<file path="src/hdl/led_bar_pkg.sv">
// Shared constants and types for the charge bar display block
// Operation
// - A falling edge on display_request_n starts a display cycle.
// - Further falling edges are ignored until the display timer expires.
// - Display request is ignored while charging and battery not full.
// - Reference select picks relative or absolute charge percent for scaling.
// - Whole display blinks while remaining capacity is below the alarm level.
// - Display is off while end_of_discharge_flag is set; default all off.
// - Discharging mode applies when not charging or battery removed.
// - Discharging activation lights segments one by one, step delay default 50 ms.
// - After all lit, hold for hold time, then all off together.
// - Below 10 percent the first segment flashes, on and off flash time; the code flashes it from 1 to 10 percent and shows nothing at 0.
// - Discharging segment count follows charge percent by the thresholds table.
// - Charging mode while charging and not full; full shows all off.
// - Charging start sequences segments on, then blinks progress segment, 750 ms.
// - Charging blink segment and lower lit segments follow the charging table.
package led_bar_pkg;

  // Register byte offsets
  localparam logic [7:0] CTRL_OFFSET     = 8'h00;
  localparam logic [7:0] STEP_OFFSET     = 8'h04;
  localparam logic [7:0] HOLD_OFFSET     = 8'h08;
  localparam logic [7:0] FLASH_OFFSET    = 8'h0c;
  localparam logic [7:0] BLINK_OFFSET    = 8'h10;
  localparam logic [7:0] GAUGE_OFFSET    = 8'h14;
  localparam logic [7:0] STATUS_OFFSET   = 8'h18;

  // Control field positions
  localparam int CTRL_REF_BIT       = 0;
  localparam int CTRL_IN_SYS_BIT    = 1;
  localparam int CTRL_CHARGING_BIT  = 2;
  localparam int CTRL_FULL_BIT      = 3;
  localparam int CTRL_EOD_BIT       = 4;
  localparam int CTRL_LOW_CAP_BIT   = 5;

  // Gauge field positions: relative percent [7:0], absolute percent [15:8]
  localparam int GAUGE_REL_LSB = 0;
  localparam int GAUGE_ABS_LSB = 8;

  // Times are counted in milliseconds of the time base
  localparam int unsigned CLOCK_HZ   = 125_000_000;
  localparam int unsigned TICK_MS    = 1;
  localparam int unsigned TICK_COUNT = CLOCK_HZ / 1000 * TICK_MS;

  // Reset values, in ms
  localparam logic [15:0] STEP_RESET  = 16'h0032;  // 50 ms
  localparam logic [15:0] HOLD_RESET  = 16'h0bb8;  // 3000 ms
  localparam logic [15:0] FLASH_RESET = 16'h0032;  // 50 ms
  localparam logic [15:0] BLINK_RESET = 16'h02ee;  // 750 ms
  localparam logic [7:0]  CTRL_RESET  = 8'h00;

  // Charge percent thresholds
  localparam logic [7:0] PCT_10 = 8'h0a;
  localparam logic [7:0] PCT_30 = 8'h1e;
  localparam logic [7:0] PCT_50 = 8'h32;
  localparam logic [7:0] PCT_70 = 8'h46;
  localparam logic [7:0] PCT_88 = 8'h58;

  localparam int SEG_COUNT = 5;

  // Battery condition bundle
  typedef struct packed {
    logic in_system;
    logic charging;
    logic full;
    logic end_of_discharge;
    logic low_capacity;
  } battery_state_type;

  // Segment pattern: steady lit segments and the blinking one
  typedef struct packed {
    logic [SEG_COUNT-1:0] lit;
    logic [SEG_COUNT-1:0] blink;
    logic [2:0]           count;
  } seg_pattern_type;

  typedef enum logic [2:0] {
    IDLE_STATE  = 3'b000,
    STEP_STATE  = 3'b001,
    HOLD_STATE  = 3'b010,
    CHG_SEQ     = 3'b011,
    CHG_BLINK   = 3'b100
  } display_request_n_state_type;

endpackage

</file>
<file path="src/hdl/ms_tick.sv">
// Millisecond time base enable divider
module ms_tick
  import led_bar_pkg::*;
#(
  parameter int unsigned DIVIDE = TICK_COUNT
) (
  // Clock and reset
  input  wire logic aclk,
  input  wire logic aresetn,
  // One-cycle pulse per time base period
  output logic      tick
);
  logic [31:0] count_reg;

  // Free running divider, no phase alignment to activation needed
  always_ff @(posedge aclk) begin
    if (!aresetn) begin
      count_reg <= 32'h0;
      tick      <= 1'b0;
    end else begin
      tick      <= (count_reg == DIVIDE - 1);
      count_reg <= (count_reg == DIVIDE - 1) ? 32'h0 : count_reg + 32'h1;
    end
  end
endmodule

</file>
<file path="src/hdl/seg_decode.sv">
// Charge percent to segment pattern decoder
module seg_decode
  import led_bar_pkg::*;
(
  // Selected charge percent and mode
  input  wire logic [7:0]      percent,
  input  wire logic            charge_mode,
  // Resulting pattern
  output seg_pattern_type      pattern
);
  // Range decode
  wire band0  = (percent == 8'h00);
  wire band10 = (percent <= PCT_10);
  wire band30 = (percent <= PCT_30);
  wire band50 = (percent <= PCT_50);
  wire band70 = (percent <= PCT_70);
  wire band88 = (percent <= PCT_88);

  wire [2:0] dis_count = band10 ? 3'd0 : band30 ? 3'd1 : band50 ? 3'd2 :
                         band70 ? 3'd3 : band88 ? 3'd4 : 3'd5;
  wire [4:0] dis_lit   = 5'(({5{1'b1}} << dis_count) ^ 5'h1f);
  wire [4:0] dis_blink = (band10 && !band0) ? 5'h01 : 5'h00;

  // Charging table, third row keeps only the first lower segment lit
  wire [4:0] chg_blink = band30 ? 5'h01 : band50 ? 5'h02 : band70 ? 5'h04 :
                         band88 ? 5'h08 : 5'h10;
  wire [4:0] chg_lit   = band30 ? 5'h00 : band50 ? 5'h01 : band70 ? 5'h01 :
                         band88 ? 5'h07 : 5'h0f;

  assign pattern.lit   = charge_mode ? chg_lit : dis_lit;
  assign pattern.blink = charge_mode ? chg_blink : dis_blink;
  assign pattern.count = charge_mode ? 3'd5 : (dis_blink != 5'h0 ? 3'd1 : dis_count);
endmodule

</file>
<file path="src/hdl/led_charge_bar_display.sv">
// Five segment charge bar display controller with AXI4-Lite registers
module led_charge_bar_display
  import led_bar_pkg::*;
#(
  parameter int unsigned TICK_DIVIDE = TICK_COUNT
) (
  // Clock and reset
  input  wire logic        aclk,
  input  wire logic        aresetn,
  // AXI4-Lite write address and data
  input  wire logic [7:0]  s_axi_awaddr,
  input  wire logic        s_axi_awvalid,
  output logic             s_axi_awready,
  input  wire logic [31:0] s_axi_wdata,
  input  wire logic [3:0]  s_axi_wstrb,
  input  wire logic        s_axi_wvalid,
  output logic             s_axi_wready,
  // AXI4-Lite write response
  output logic [1:0]       s_axi_bresp,
  output logic             s_axi_bvalid,
  input  wire logic        s_axi_bready,
  // AXI4-Lite read
  input  wire logic [7:0]  s_axi_araddr,
  input  wire logic        s_axi_arvalid,
  output logic             s_axi_arready,
  output logic [31:0]      s_axi_rdata,
  output logic [1:0]       s_axi_rresp,
  output logic             s_axi_rvalid,
  input  wire logic        s_axi_rready,
  // Push button pin and segment drive
  input  wire logic        display_request_n,
  output logic [4:0]       segment_on
);
  // Registers
  logic [7:0]  ctrl_reg;
  logic [15:0] segment_step_delay;
  logic [15:0] segment_hold_time;
  logic [15:0] low_charge_flash_time;
  logic [15:0] charge_progress_blink_time;
  logic [7:0]  relative_charge_percent;
  logic [7:0]  absolute_charge_percent;

  // Pin synchroniser and edge state
  logic req_meta_reg;
  logic req_sync_reg;
  logic req_prev_reg;

  display_request_n_state_type state_reg;
  logic [15:0]    time_reg;
  logic [15:0]    flash_reg;
  logic [15:0]    blink_reg;
  logic           flash_phase_reg;
  logic           blink_phase_reg;
  logic [2:0]     step_reg;
  logic           charging_prev_reg;
  logic           tick;

  seg_pattern_type pattern;
  battery_state_type batt;

  // Battery state taken from the control register
  assign batt.in_system        = ctrl_reg[CTRL_IN_SYS_BIT];
  assign batt.charging         = ctrl_reg[CTRL_CHARGING_BIT];
  assign batt.full             = ctrl_reg[CTRL_FULL_BIT];
  assign batt.end_of_discharge = ctrl_reg[CTRL_EOD_BIT];
  assign batt.low_capacity     = ctrl_reg[CTRL_LOW_CAP_BIT];

  wire capacity_reference_select = ctrl_reg[CTRL_REF_BIT];
  wire end_of_discharge_flag     = batt.end_of_discharge;
  wire charge_mode = batt.in_system && batt.charging && !batt.full;
  wire discharge_mode = !charge_mode;
  wire [7:0] percent = capacity_reference_select ? absolute_charge_percent
                                                 : relative_charge_percent;
  wire req_fall  = req_prev_reg && !req_sync_reg;
  wire timer_idle = (state_reg == IDLE_STATE);
  wire start_dis = req_fall && timer_idle && discharge_mode
                   && !end_of_discharge_flag;
  wire start_chg = charge_mode && !charging_prev_reg;

  ms_tick #(
    .DIVIDE (TICK_DIVIDE)
  ) u_tick (
    .aclk    (aclk),
    .aresetn (aresetn),
    .tick    (tick)
  );

  seg_decode u_decode (
    .percent     (percent),
    .charge_mode (charge_mode),
    .pattern     (pattern)
  );

  // Two flops on the pin before anything reads it
  always_ff @(posedge aclk) begin
    if (!aresetn) begin
      req_meta_reg <= 1'b1;
      req_sync_reg <= 1'b1;
      req_prev_reg <= 1'b1;
    end else begin
      req_meta_reg <= display_request_n;
      req_sync_reg <= req_meta_reg;
      req_prev_reg <= req_sync_reg;
    end
  end

  // Display sequencer; time_reg counts time base ticks of the current phase
  always_ff @(posedge aclk) begin
    if (!aresetn) begin
      state_reg         <= IDLE_STATE;
      time_reg          <= 16'h0;
      step_reg          <= 3'd0;
      charging_prev_reg <= 1'b0;
    end else begin
      charging_prev_reg <= charge_mode;
      if (end_of_discharge_flag || (charge_mode == 1'b0 &&
          (state_reg == CHG_SEQ || state_reg == CHG_BLINK))) begin
        state_reg <= IDLE_STATE;
      end else if (start_chg) begin
        state_reg <= CHG_SEQ;
        time_reg  <= 16'h0;
        step_reg  <= 3'd0;
      end else begin
        case (state_reg)
          IDLE_STATE: begin
            if (start_dis) begin
              state_reg <= STEP_STATE;
              time_reg  <= 16'h0;
              step_reg  <= 3'd0;
            end
          end
          STEP_STATE, CHG_SEQ: begin
            // Hold starts as soon as the last active segment lights, no extra step
            if (step_reg >= pattern.count) begin
              state_reg <= (state_reg == CHG_SEQ) ? CHG_BLINK : HOLD_STATE;
              time_reg  <= 16'h0;
            end else if (tick) begin
              if (time_reg + 16'h1 >= segment_step_delay) begin
                time_reg <= 16'h0;
                step_reg <= step_reg + 3'd1;
              end else begin
                time_reg <= time_reg + 16'h1;
              end
            end
          end
          HOLD_STATE: begin
            if (tick) begin
              if (time_reg + 16'h1 >= segment_hold_time) begin
                state_reg <= IDLE_STATE;
              end else begin
                time_reg <= time_reg + 16'h1;
              end
            end
          end
          CHG_BLINK: state_reg <= CHG_BLINK;
          default:   state_reg <= IDLE_STATE;
        endcase
      end
    end
  end

  // Flash and blink square waves from the time base
  always_ff @(posedge aclk) begin
    if (!aresetn) begin
      flash_reg       <= 16'h0;
      blink_reg       <= 16'h0;
      flash_phase_reg <= 1'b1;
      blink_phase_reg <= 1'b1;
    end else if (tick) begin
      if (flash_reg + 16'h1 >= low_charge_flash_time) begin
        flash_reg       <= 16'h0;
        flash_phase_reg <= !flash_phase_reg;
      end else begin
        flash_reg <= flash_reg + 16'h1;
      end
      if (blink_reg + 16'h1 >= charge_progress_blink_time) begin
        blink_reg       <= 16'h0;
        blink_phase_reg <= !blink_phase_reg;
      end else begin
        blink_reg <= blink_reg + 16'h1;
      end
    end
  end

  // Output selection; blink of the whole bar when capacity is low
  wire [4:0] seq_mask  = 5'(({5{1'b1}} << step_reg) ^ 5'h1f);
  wire [4:0] full_pat  = pattern.lit | pattern.blink;
  wire [4:0] dis_show  = (full_pat & seq_mask & ~pattern.blink)
                         | (pattern.blink & seq_mask & {5{flash_phase_reg}});
  wire [4:0] chg_show  = pattern.lit | (pattern.blink & {5{blink_phase_reg}});
  wire [4:0] seq_show  = (state_reg == CHG_SEQ) ? seq_mask
                         : (state_reg == CHG_BLINK) ? chg_show : dis_show;
  wire       low_gate  = !batt.low_capacity || blink_phase_reg;
  wire [4:0] seg_next  = (timer_idle || end_of_discharge_flag) ? 5'h00
                         : (low_gate ? seq_show : 5'h00);

  always_ff @(posedge aclk) begin
    if (!aresetn) begin
      segment_on <= 5'h00;
    end else begin
      segment_on <= seg_next;
    end
  end

  // AXI4-Lite write: accept address and data in either order
  logic [7:0]  aw_addr_reg;
  logic [31:0] w_data_reg;
  logic [3:0]  w_strb_reg;
  logic        aw_have_reg;
  logic        w_have_reg;
  wire do_write = aw_have_reg && w_have_reg && !s_axi_bvalid;
  wire wr_hit   = (aw_addr_reg <= STATUS_OFFSET) && (aw_addr_reg[1:0] == 2'b00);

  always_ff @(posedge aclk) begin
    if (!aresetn) begin
      aw_have_reg   <= 1'b0;
      w_have_reg    <= 1'b0;
      aw_addr_reg   <= 8'h00;
      w_data_reg    <= 32'h0;
      w_strb_reg    <= 4'h0;
      s_axi_awready <= 1'b1;
      s_axi_wready  <= 1'b1;
      s_axi_bvalid  <= 1'b0;
      s_axi_bresp   <= 2'b00;
    end else begin
      if (s_axi_awvalid && s_axi_awready) begin
        aw_addr_reg   <= s_axi_awaddr;
        aw_have_reg   <= 1'b1;
        s_axi_awready <= 1'b0;
      end
      if (s_axi_wvalid && s_axi_wready) begin
        w_data_reg   <= s_axi_wdata;
        w_strb_reg   <= s_axi_wstrb;
        w_have_reg   <= 1'b1;
        s_axi_wready <= 1'b0;
      end
      if (do_write) begin
        s_axi_bvalid <= 1'b1;
        s_axi_bresp  <= wr_hit ? 2'b00 : 2'b10;
      end
      if (s_axi_bvalid && s_axi_bready) begin
        s_axi_bvalid  <= 1'b0;
        aw_have_reg   <= 1'b0;
        w_have_reg    <= 1'b0;
        s_axi_awready <= 1'b1;
        s_axi_wready  <= 1'b1;
      end
    end
  end

  // Register writes, low two byte lanes used
  always_ff @(posedge aclk) begin
    if (!aresetn) begin
      ctrl_reg                   <= CTRL_RESET;
      segment_step_delay         <= STEP_RESET;
      segment_hold_time          <= HOLD_RESET;
      low_charge_flash_time      <= FLASH_RESET;
      charge_progress_blink_time <= BLINK_RESET;
      relative_charge_percent    <= 8'h00;
      absolute_charge_percent    <= 8'h00;
    end else if (do_write) begin
      case (aw_addr_reg)
        CTRL_OFFSET:  if (w_strb_reg[0]) ctrl_reg <= w_data_reg[7:0];
        STEP_OFFSET:  if (&w_strb_reg[1:0]) segment_step_delay <= w_data_reg[15:0];
        HOLD_OFFSET:  if (&w_strb_reg[1:0]) segment_hold_time <= w_data_reg[15:0];
        FLASH_OFFSET: if (&w_strb_reg[1:0]) low_charge_flash_time <= w_data_reg[15:0];
        BLINK_OFFSET: if (&w_strb_reg[1:0]) charge_progress_blink_time <= w_data_reg[15:0];
        GAUGE_OFFSET: begin
          if (w_strb_reg[0]) relative_charge_percent <= w_data_reg[GAUGE_REL_LSB +: 8];
          if (w_strb_reg[1]) absolute_charge_percent <= w_data_reg[GAUGE_ABS_LSB +: 8];
        end
        default: ctrl_reg <= ctrl_reg;
      endcase
    end
  end

  // Read mux, status shows sequencer state, step and segments
  wire [31:0] status_word = {16'h0, 3'b0, segment_on, 1'b0, step_reg,
                             charge_mode, state_reg};
  logic [31:0] rd_mux;
  always_comb begin
    case (s_axi_araddr)
      CTRL_OFFSET:   rd_mux = {24'h0, ctrl_reg};
      STEP_OFFSET:   rd_mux = {16'h0, segment_step_delay};
      HOLD_OFFSET:   rd_mux = {16'h0, segment_hold_time};
      FLASH_OFFSET:  rd_mux = {16'h0, low_charge_flash_time};
      BLINK_OFFSET:  rd_mux = {16'h0, charge_progress_blink_time};
      GAUGE_OFFSET:  rd_mux = {16'h0, absolute_charge_percent, relative_charge_percent};
      STATUS_OFFSET: rd_mux = status_word;
      default:       rd_mux = 32'h0;
    endcase
  end
  wire rd_hit = (s_axi_araddr <= STATUS_OFFSET) && (s_axi_araddr[1:0] == 2'b00);

  // Read channel: one read in flight
  always_ff @(posedge aclk) begin
    if (!aresetn) begin
      s_axi_arready <= 1'b1;
      s_axi_rvalid  <= 1'b0;
      s_axi_rdata   <= 32'h0;
      s_axi_rresp   <= 2'b00;
    end else if (s_axi_arvalid && s_axi_arready) begin
      s_axi_arready <= 1'b0;
      s_axi_rvalid  <= 1'b1;
      s_axi_rdata   <= rd_mux;
      s_axi_rresp   <= rd_hit ? 2'b00 : 2'b10;
    end else if (s_axi_rvalid && s_axi_rready) begin
      s_axi_rvalid  <= 1'b0;
      s_axi_arready <= 1'b1;
    end
  end
endmodule

</file>
<file path="config.mk">
export PLATFORM = sky130hd
export DESIGN_NAME = led_charge_bar_display
export DESIGN_NICKNAME = d
export VERILOG_FILES = /design/src/hdl/led_bar_pkg.sv /design/src/hdl/ms_tick.sv /design/src/hdl/seg_decode.sv /design/src/hdl/led_charge_bar_display.sv
export SDC_FILE = /design/constraint.sdc
export NUM_CORES = 1
export LEC_CHECK = 0
export BUFFER_PORTS_ARGS = -buffer_cell sky130_fd_sc_hd__buf_4
export CAP_MARGIN = 25
export CORE_MARGIN = 2
export CORE_UTILIZATION = 60
export CTS_CLUSTER_SIZE = 20
export DETAILED_ROUTE_END_ITERATION = 16
export GPL_TIMING_DRIVEN = 0
export HOLD_SLACK_MARGIN = 0.08
export PLACE_DENSITY = 0.89
export RECOVER_POWER = 50
export SLEW_MARGIN = 20
export SYNTH_ARGS = -nofsm -noshare
export SYNTH_HDL_FRONTEND = slang
export SYNTH_SLANG_ARGS = --single-unit
</file>
<file path="constraint.sdc">
create_clock -name aclk -period 4.8 [get_ports aclk]
set_input_delay 0.24 -clock aclk [delete_from_list [all_inputs] [get_ports aclk]]
set_output_delay 0.24 -clock aclk [all_outputs]
set_load 0.05 [all_outputs]
</file>
Word level (Yosys, flattened, before mapping)
Index checks and enable logic that the tools add are counted.
- word-level logic and storage cells: 210
- output and inout bits: 46
- bits of input ports: 60
- register bits: 255
- shift operators: 2
- order comparisons: 12
- bitwise gates (word level): 15
- muxes and demuxes: 51
- add/sub/neg operators: 5
- reductions and logical operators: 61
- equality and inequality tests: 29
- operators by type and width (operator ; count):
    $mux W16 ; 9
    $pmux W16 S7 ; 1
    $ge A16 B16 Y1 ; 4
    $mux W5 ; 11
    $add A16 B1 Y16 const B ; 3
    $mux W3 ; 16
    $pmux W16 S3 ; 1
    $eq A8 B5 Y1 const B ; 5
    $add A32 B1 Y32 const B ; 1
    $eq A32 B17 Y1 const B ; 1
    $eq A8 B4 Y1 const B ; 4
    $and A5 B5 Y5 ; 5
    $le A8 B5 Y1 const B ; 3
    $logic_not A8 Y1 ; 3
    $reduce_and A4 Y1 ; 6
    $logic_and A1 B1 Y1 ; 18
    $eq A8 B3 Y1 const B ; 2
    $le A8 B7 Y1 const B ; 2
    $ne A3 B3 Y1 const B ; 5
    $not A5 Y5 ; 3
    $or A5 B5 Y5 ; 3
    $pmux W3 S4 ; 1
    $reduce_and A6 Y1 ; 2
    $logic_not A1 Y1 ; 10
    other kinds (30) ; 56

Longest topological paths before layout
Gate-level depths: netlist of run 1.
- word-level depth: 16
- depth in mapped cells: 18
- gate-level depth less buffers: 15

Hierarchy
From an unflattened synthesis of run 1, not the netlist that was laid out.
- cell total of the unflattened synthesis: 1574
- area, all modules: 12995.0 sq um
- by module, submodules not included (module ; area an instance (sq um) ; instances ; cells each ; sequential area each (sq um)):
    led_charge_bar_display ; 11160.7 ; 1 ; 1350 ; 4083.9
    ms_tick ; 1579.0 ; 1 ; 185 ; 660.6
    seg_decode ; 255.2 ; 1 ; 39 ; 0.0

Least setup slack after synthesis of run 1
OpenSTA, ideal clock, no wires.
- kind: register -> register
- start: register ctrl_reg[0]
- end: register time_reg[10]
- cell stages (with the launch flop): 16
- required time: 4.666 ns
- arrival: 3.375 ns
- path buffers: 3
- library setup time: 0.134 ns
- path slack: 1.292 ns
- cells stage by stage: dfxtp_1 > clkbuf_1 > clkbuf_1 > a21oi_1 > o31ai_1 > a211oi_1 > o21ai_0 > ha_1 > nand2b_1 > a21boi_0 > nand3_1 > a31oi_1 > a31oi_1 > nand3_1 > clkbuf_1 > o211ai_1
- word-level cells in the longest chain between the ends: 13
- ends and longest elaborated chain (item ; RTL line ; source):
    start, declared ; led_charge_bar_display.sv:35 ; logic [7:0] ctrl_reg;
    start signal, assigned ; led_charge_bar_display.sv:263 ; CTRL_OFFSET: if (w_strb_reg[0]) ctrl_reg <= w_data_reg[7:0];
    start signal, assigned ; led_charge_bar_display.sv:272 ; default: ctrl_reg <= ctrl_reg;
    $mux W8 (*) ; led_charge_bar_display.sv:72 ; wire [7:0] percent = capacity_reference_select ? absolute_charge_percent
    $le A8 B7 Y1 ; seg_decode.sv:17 ; wire band88 = (percent <= PCT_88);
    $mux W1 ; seg_decode.sv:20 ; band70 ? 3'd3 : band88 ? 3'd4 : 3'd5;
    $mux W3 ; seg_decode.sv:20 ;
    $mux W3 (3 in a row) ; seg_decode.sv:19 ; wire [2:0] dis_count = band10 ? 3'd0 : band30 ? 3'd1 : band50 ? 3'd2 :
    $mux W3 (*) (2 in a row) ; seg_decode.sv:32 ; assign pattern.count = charge_mode ? 3'd5 : (dis_blink != 5'h0 ? 3'd1 : dis_count);
    $ge A3 B3 Y1 (*) ; led_charge_bar_display.sv:134 ; if (step_reg >= pattern.count) begin
    $mux W16 ; led_charge_bar_display.sv:134 ;
    $pmux W16 S3 ; led_charge_bar_display.sv:124 ; case (state_reg)
    $mux W16 ; led_charge_bar_display.sv:119 ; end else if (start_chg) begin
    end signal, assigned ; led_charge_bar_display.sv:142 ; time_reg <= time_reg + 16'h1;
    end signal, assigned ; led_charge_bar_display.sv:151 ; time_reg <= time_reg + 16'h1;
    end, declared ; led_charge_bar_display.sv:49 ; logic [15:0] time_reg;
Every way passes the cells marked *; elsewhere a longest branch is shown, timed or not.
A chain may end at the register's enable or synchronous reset.

Final worst setup path of run 1
- start: register time_reg[0]
- end: register time_reg[7]
- word-level cells in the longest chain between the ends: 7
- ends and longest elaborated chain (item ; RTL line ; source):
    $add A16 B1 Y16 (*) ; - ;
    $ge A16 B16 Y1 ; led_charge_bar_display.sv:138 ; if (time_reg + 16'h1 >= segment_step_delay) begin
    $mux W16 ; led_charge_bar_display.sv:138 ;
    $mux W16 ; led_charge_bar_display.sv:137 ; end else if (tick) begin
    $mux W16 ; led_charge_bar_display.sv:134 ;
    $pmux W16 S3 ; led_charge_bar_display.sv:124 ;
    $mux W16 ; led_charge_bar_display.sv:119 ;
Every way passes the cells marked *; elsewhere a longest branch is shown, timed or not. The select of a mux whose other input is x is not followed.

==> results of run 1 <==
placed cells by master (no fill, tap or decap), types with 8 or more instances in the layout:
cell type      synthesis  final
and2_1                17     17
o21ai_0               57     58
nand4_1               22     22
or3_1                  8      8
nand2_1              277    277
clkbuf_16              0     25
buf_4                 22     58
clkbuf_1              63     97
a32oi_1               14     14
nand3_1               68     68
inv_1                 91     91
buf_2                 12      8
nor2_1               128    128
a21oi_1              135    135
xor2_1                28     28
o22ai_1               17     17
nand2b_1              14     14
a21o_1                21     21
nor4_1                 9     10
o211ai_1              31     31
conb_1                 1     18
ha_1                  74     74
nor3_1                28     28
dfxtp_1              237    237
nor2b_1               13     13
xnor2_1               39     39
and3_1                11     11
mux2i_1               30     30
dlygate4sd3_1          0     32
a211oi_1              12     12
a22o_1                18     18
a22oi_1               22     22
timing repair:
item / in CTS / in global routing
setup endpoints to repair: 0 / 10
hold endpoints to repair: 32 / 0
hold buffers: 32 / 0
resized for setup: 0 / 3
metrics by stage:
stage | hold WS, ns | power (mW)
floorplan | 0.340 | 2.27
global placement | 0.393 | 2.38
detailed placement | 0.397 | 2.38
CTS | 0.0916 | 4.34
global route | 0.218 | 4.46
finish | 0.193 | 4.37
layout make-up:
cell class	count	area [um^2]	area share, %
inverter	92	345	2.34
multi-input combinational	1205	7300	49.4
buffer	102	480	3.25
timing repair buffer	99	714	4.84
clock buffer	29	671	4.54
sequential	237	4740	32.1
clock inverter	17	169	1.14
tap	275	344	2.33
power breakdown:
| group | internal [mW] | leakage [nW] | switching (mW) | total, mW |
|---|---|---|---|---|
| sequential | 1.99 | 1.92 | 0.0415 | 2.03 |
| combinational | 0.115 | 3.64 | 0.224 | 0.339 |
| clock | 1.12 | 0.397 | 0.872 | 1.99 |
| total | 3.23 | 5.95 | 1.14 | 4.37 |
worst max-delay path by stage:
stage                              end  slack [ns]  cells past startpoint
after global placement     time_reg[2]        0.34                     15
after global routing       time_reg[1]        0.07                     18
final                      time_reg[7]        0.37                     15
after detailed placement   time_reg[1]        0.22                     15
after CTS                  time_reg[2]        0.20                     15
after floorplan           time_reg[10]        1.29                     15
kinds of logic after synthesis:
logic type | count (synthesis) | synth area share [%]
adders and majority gates | 74 | 7.21
muxes | 37 | 3.22
xor gates and xnor gates | 67 | 4.57
DFF | 237 | 37.0
buffers and inverters | 195 | 6.52
AOI/OAI and AO/OA | 381 | 19.1
other | 1 | 0.0292
and+or+nand+nor | 628 | 22.3
worst reg2reg max path, cell delays in order (launching register included):
cell      delay (ns)
dfxtp_1         0.47
nand4_1         0.14
nor2_1          0.19
and4_1          0.32
nand3_1         0.19
or2_2           0.35
xnor2_1         0.43
ha_1            0.38
a21oi_1         0.17
o21ai_1         0.12
a41o_1          0.25
or3_1           0.33
a31oi_1         0.34
nand3_1         0.19
clkbuf_2        0.24
o41ai_2         0.22
layer usage:
| metal | wire length [um] | global-route usage (%) | vias up | share of wire, % |
|---|---|---|---|---|
| met3 | 4170 | 7.00 | 161 | 10 |
| met2 | 18100 | 55.9 | 694 | 45 |
| met5 | 0 | 0 | - | 0 |
| met4 | 2330 | 18.8 | 0 | 5.8 |
| met1 | 15500 | 43.3 | 5883 | 39 |
| li1 | - | - | 5929 | - |
==> results.py, run 1 <==
metrics = {
    "global_routing": {
        "grt_pass1_wl_mm": 61.8,
        "grtUsageTotal_pct": 34.6,
        "grt.overflow.total": 0,
        "grt_pass1_vias": 12000,
        "grt_start_max_net_pins": 16,
        "antenna_found_initial": 0,
    },
    "yosys": {
        "synth_most_common_cell": "nand2_1",
        "synth.top_cells.by_count": "277 x nand2_1, 237 x dfxtp_1, 135 x a21oi_1",
        "yosys_warnings": 0,
        "async_flop_share_pct": 0,
        "synth_top_area_share_pct": 37.0,
        "syn_area_mm2": 0.0128,
        "yosysTopAreaCell": "dfxtp_1",
        "synth_ff_type": "dfxtp_1",
        "synth_area_leaders": "dfxtp_1 37%, nand2_1 8.1%, ha_1 7.2%",
        "syn_inst": 1620,
        "avgSynthCellArea_um2": 7.92,
        "synth-edff-count": 0,
        "yosysUniqueCellTypes": 72,
        "ys_seq_elements": 237,
        "ys_seq_area_share_pct": 37.0,
    },
    "critical_path": {
        "critPathKind": "reg2reg",
        "rr_endpoint": "time_reg[7]",
        "critPathMaxStageDelay_ns": 0.47,
        "rrSetupSlack_ns": 0.37,
        "cp_slowest_cell": "dfxtp_1",
        "critPathBufInv": 1,
        "worstPathArrival_ns": 4.86,
        "crit_chain": "nand4_1 > nor2_1 > and4_1 > nand3_1 > or2_2 > xnor2_1 > ha_1 > a21oi_1 > o21ai_1 > a41o_1 > or3_1 > a31oi_1 > nand3_1 > clkbuf_2 > o41ai_2",
        "timing.rr.start": "time_reg[0]",
        "end_kind": "register",
        "cp_max_fo": 10,
        "crit_family": "simple AND/OR/NAND/NOR gates",
        "crit_required_ns": 5.23,
        "cp_common_cell": "nand3_1",
        "r2r_cells": 15,
        "startpoint_type": "register",
        "critPathLaunch": "time_reg[0]",
    },
    "floorplan": {
        "dieArea_mm2": 0.0226,
        "start_util_pct": 61.1,
        "io_pins": 106,
        "coreArea_mm2": 0.0210,
        "die_w_um": 150,
        "die_h_um": 150,
        "num_rows": 53,
    },
    "placement": {
        "place_area_mm2": 0.0138,
        "port_buffers": 67,
        "gp_congestion": 0.984,
        "placed_cells": 1979,
        "place_ws_ns": 0.218,
        "dp_hpwl_mm": 28.6,
    },
    "clock_tree": {
        "clock_sinks": 237,
        "cts_tree": "built",
        "cts_buffer_depth": 3,
        "h-tree-depth": 1,
        "cts_buffers": 25,
        "cts-root-buf": "clkbuf_16",
        "cts.clk_slew.worst_paths_ns": 0.08,
        "postCtsSetupBuffers": 0,
        "clock_latency_ns": 0.54,
    },
    "timing": {
        "fin_crit_sh_pct": 92.2,
        "fin_tns_setup_ns": 0,
        "drv_slew": 0,
        "worst_slew_pin_slew_ns": 1.46,
        "skew_ns": 0.0151,
        "rsz0062_at_grt": "no",
        "fmax_mhz": 226,
        "finalWorstSetupSlack_ns": 0.375,
        "slew_headroom_pct": 2.25,
        "min_period_ns": 4.43,
        "setup_violations": 0,
        "hold_violations": 0,
    },
    "status": {
        "outcome": "finished clean",
    },
    "job": {
        "cap_violations": 0,
    },
    "pwr": {
        "p_leak_nw": 5.95,
        "vdd_drop_max_uv": 261,
        "p_per_area_mw_per_mm2": 296,
    },
    "layout": {
        "fin_area_mm2": 0.0148,
        "syn_to_final_growth_pct": 15.1,
        "nFillCells": 1633,
        "final_layout_size_suffix_gt1_share_pct": 7.80,
        "largest_register_ffs": 32,
        "final_cells": 2056,
        "fin_util_pct": 70.3,
        "antennaDiodeCount": 0,
        "fin_nets": 1896,
    },
    "hold_path": {
        "hold_depth": 4,
        "min-delay-path-class": "in2reg",
        "hold_end": "aw_addr_reg[7]",
        "min_from": "s_axi_awvalid",
    },
    "routing": {
        "vias_per_cell": 6.16,
        "dr.pass1.iters": 6,
        "vias": 12700,
        "ant_nets": 0,
        "drt_iter0_drc": 1209,
        "finalWirelength_mm": 40.1,
        "wl_per_cell_um": 19.5,
        "drc_errors": 0,
    },
}
No activity file was read; power rests on OpenSTA's default activity.
==> run 2: changes to the inputs <==
==> constraint.sdc (replaced) <==
create_clock -name aclk -period 4.31 [get_ports aclk]
set_input_delay 0.2155 -clock aclk [delete_from_list [all_inputs] [get_ports aclk]]
set_output_delay 0.2155 -clock aclk [all_outputs]
set_load 0.05 [all_outputs]
==> run 2 against run 1 <==
- sequential power grew 11%
- die area is the same
- routed wire length is essentially flat
- via count grew 0.28%
- first-iteration DRC count shrank 3.6%
- critical endpoint unchanged
==> results.py, run 2 (synthesis results as in run 1) <==
metrics = {
    "pwr": {
        "p_leak_nw": 5.97,
        "p_sw_share_pct": 25.9,
        "p_int_mw": 3.60,
        "power_frac_clock_pct": 45.5,
        "combPwrFrac_pct": 7.8,
        "p_sw_mw": 1.26,
        "seqPwrFrac_pct": 46.6,
        "p_per_area_mw_per_mm2": 328,
        "vdd_drop_max_uv": 291,
    },
    "critical_path": {
        "worstPathArrival_ns": 4.46,
        "timing.rr.start": "time_reg[3]",
        "critPathKind": "reg2reg",
        "startpoint_type": "register",
        "rr_endpoint": "time_reg[7]",
        "r2r_cells": 15,
        "cp_max_fo": 10,
        "end_kind": "register",
        "critPathLaunch": "time_reg[3]",
        "crit_required_ns": 4.69,
        "rrSetupSlack_ns": 0.23,
        "cp-endpoint": "time_reg[7]",
    },
    "clock_tree": {
        "cts_buffer_depth": 3,
        "cts_buffers": 25,
        "cts_tree": "built",
        "cts.clk_slew.worst_paths_ns": 0.07,
        "clock_sinks": 237,
        "h-tree-depth": 1,
        "clock_latency_ns": 0.54,
        "cts-root-buf": "clkbuf_16",
    },
    "global_routing": {
        "grt.overflow.total": 0,
        "met3_usage_pct": 7.00,
        "grt_pass1_vias": 12000,
        "grt_use_met2_pct": 55.9,
        "busiest_layer": "met2",
        "grtUsageTotal_pct": 34.6,
        "grt_pass1_wl_mm": 61.8,
        "grt_start_max_net_pins": 16,
        "antenna_found_initial": 0,
        "met1_usage_pct": 43.3,
    },
    "hold_path": {
        "hold_depth": 4,
        "min-delay-path-class": "in2reg",
    },
    "layout": {
        "layout_common_cells": "277 x nand2_1, 235 x dfxtp_1, 135 x a21oi_1",
        "fin_nets": 1897,
        "final_layout_size_suffix_gt1_share_pct": 8.14,
        "syn_to_final_growth_pct": 15.4,
        "nFillCells": 1633,
        "fin_util_pct": 70.5,
        "final_common_cell": "nand2_1",
        "largest_register_ffs": 32,
    },
    "timing": {
        "slew_headroom_pct": 2.99,
        "finalWorstSetupSlack_ns": 0.231,
        "drv_slew": 0,
        "skew_ns": 0.0147,
        "fmax_mhz": 245,
        "min_period_ns": 4.08,
        "fin_crit_sh_pct": 94.6,
        "setup_violations": 0,
        "hold_violations": 0,
        "worst_slew_pin_slew_ns": 1.45,
    },
    "placement": {
        "gp_congestion": 0.984,
        "dp_hpwl_mm": 28.6,
        "place_ws_ns": -0.272,
        "port_buffers": 67,
    },
    "routing": {
        "drc_errors": 0,
        "finalWirelength_mm": 40.1,
        "dr.pass1.iters": 6,
        "wl_per_cell_um": 19.5,
        "vias": 12700,
        "ant_nets": 0,
        "drt_iter0_drc": 1166,
        "vias_per_cell": 6.17,
    },
    "floorplan": {
        "die_h_um": 150,
        "die_w_um": 150,
        "num_rows": 53,
        "start_util_pct": 61.1,
        "coreArea_mm2": 0.0210,
        "io_pins": 106,
        "dieArea_mm2": 0.0226,
    },
    "status": {
        "outcome": "finished clean",
    },
    "job": {
        "cap_violations": 0,
    },
}
==> run 2: changes by cell type in the layout (fill, tap and decap cells not counted), sizes merged <==
cell / previous run / this run
dlygate4sd3: 32 / 33
clkbuf: 127 / 125
diode: 0 / 1
buf: 71 / 73
==> run 2: power groups by stage <==
stage	logic [mW]	clock network (mW)	registers [mW]
after detailed placement	0.343	0	2.31
after global routing	0.404	2.30	2.26
after floorplan	0.224	0	2.31
after global placement	0.337	0	2.31
final	0.379	2.21	2.26
after CTS	0.370	2.21	2.26
==> run 2: layout make-up <==
type / count / area, um^2 / share of cell area, %
antenna: 1 / 2.50 / 0.0169
buffer: 102 / 482 / 3.25
clock buffer: 29 / 671 / 4.53
clock inverter: 17 / 169 / 1.14
inverter: 92 / 345 / 2.33
multi-input combinational: 1205 / 7330 / 49.5
sequential: 237 / 4750 / 32.0
tap: 275 / 344 / 2.32
timing repair buffer: 100 / 724 / 4.89
==> run 2: metrics by stage <==
stage               instances  TNS (ns)  power (mW)  hold slack (ns)  instance area (um^2)
finish                   2058         0        4.85            0.171                 14800
global route             2057  -0.00218        4.97            0.193                 14800
CTS                      2058         0        4.84            0.130                 14900
detailed placement       1979     -2.47        2.65            0.397                 13800
global placement         1979     -1.38        2.65            0.393                 13700
floorplan                1637         0        2.53            0.316                 12900
==> run 2: critical path: stages (launching register included) <==
cell      delay (ns)
dfxtp_1         0.39
nand4_1         0.12
nor2_1          0.18
and4_2          0.31
nand3_1         0.18
or2_2           0.40
xnor2_4         0.24
ha_1            0.32
a21oi_1         0.17
o21ai_1         0.12
a41o_1          0.25
or3_1           0.35
a31o_2          0.31
clkbuf_2        0.22
a32oi_1         0.23
o41ai_2         0.10
==> run 2: repair_timing <==
item / CTS / global route
hold endpoints to repair: 36 / 0
resized for setup: 4 / 10
cloned: 0 / 0
hold buffers: 33 / 0
setup endpoints to repair: 10 / 16
buffers inserted: 0 / 0
==> run 2: per-layer routing <==
layer  wire length [um]  up-vias
li1                   -     5946
met1              15500     5873
met2              18100      717
met3               4140      166
met4               2380        0
met5                  0        -
==> run 2: worst min path at each step <==
stage	startpoint	end
floorplan	s_axi_wvalid	s_axi_wready
detailed placement	req_meta_reg	req_sync_reg
global placement	req_meta_reg	req_sync_reg
finish	s_axi_awvalid	aw_addr_reg[7]
global route	s_axi_awvalid	aw_addr_reg[7]
CTS	s_axi_awvalid	aw_addr_reg[6]
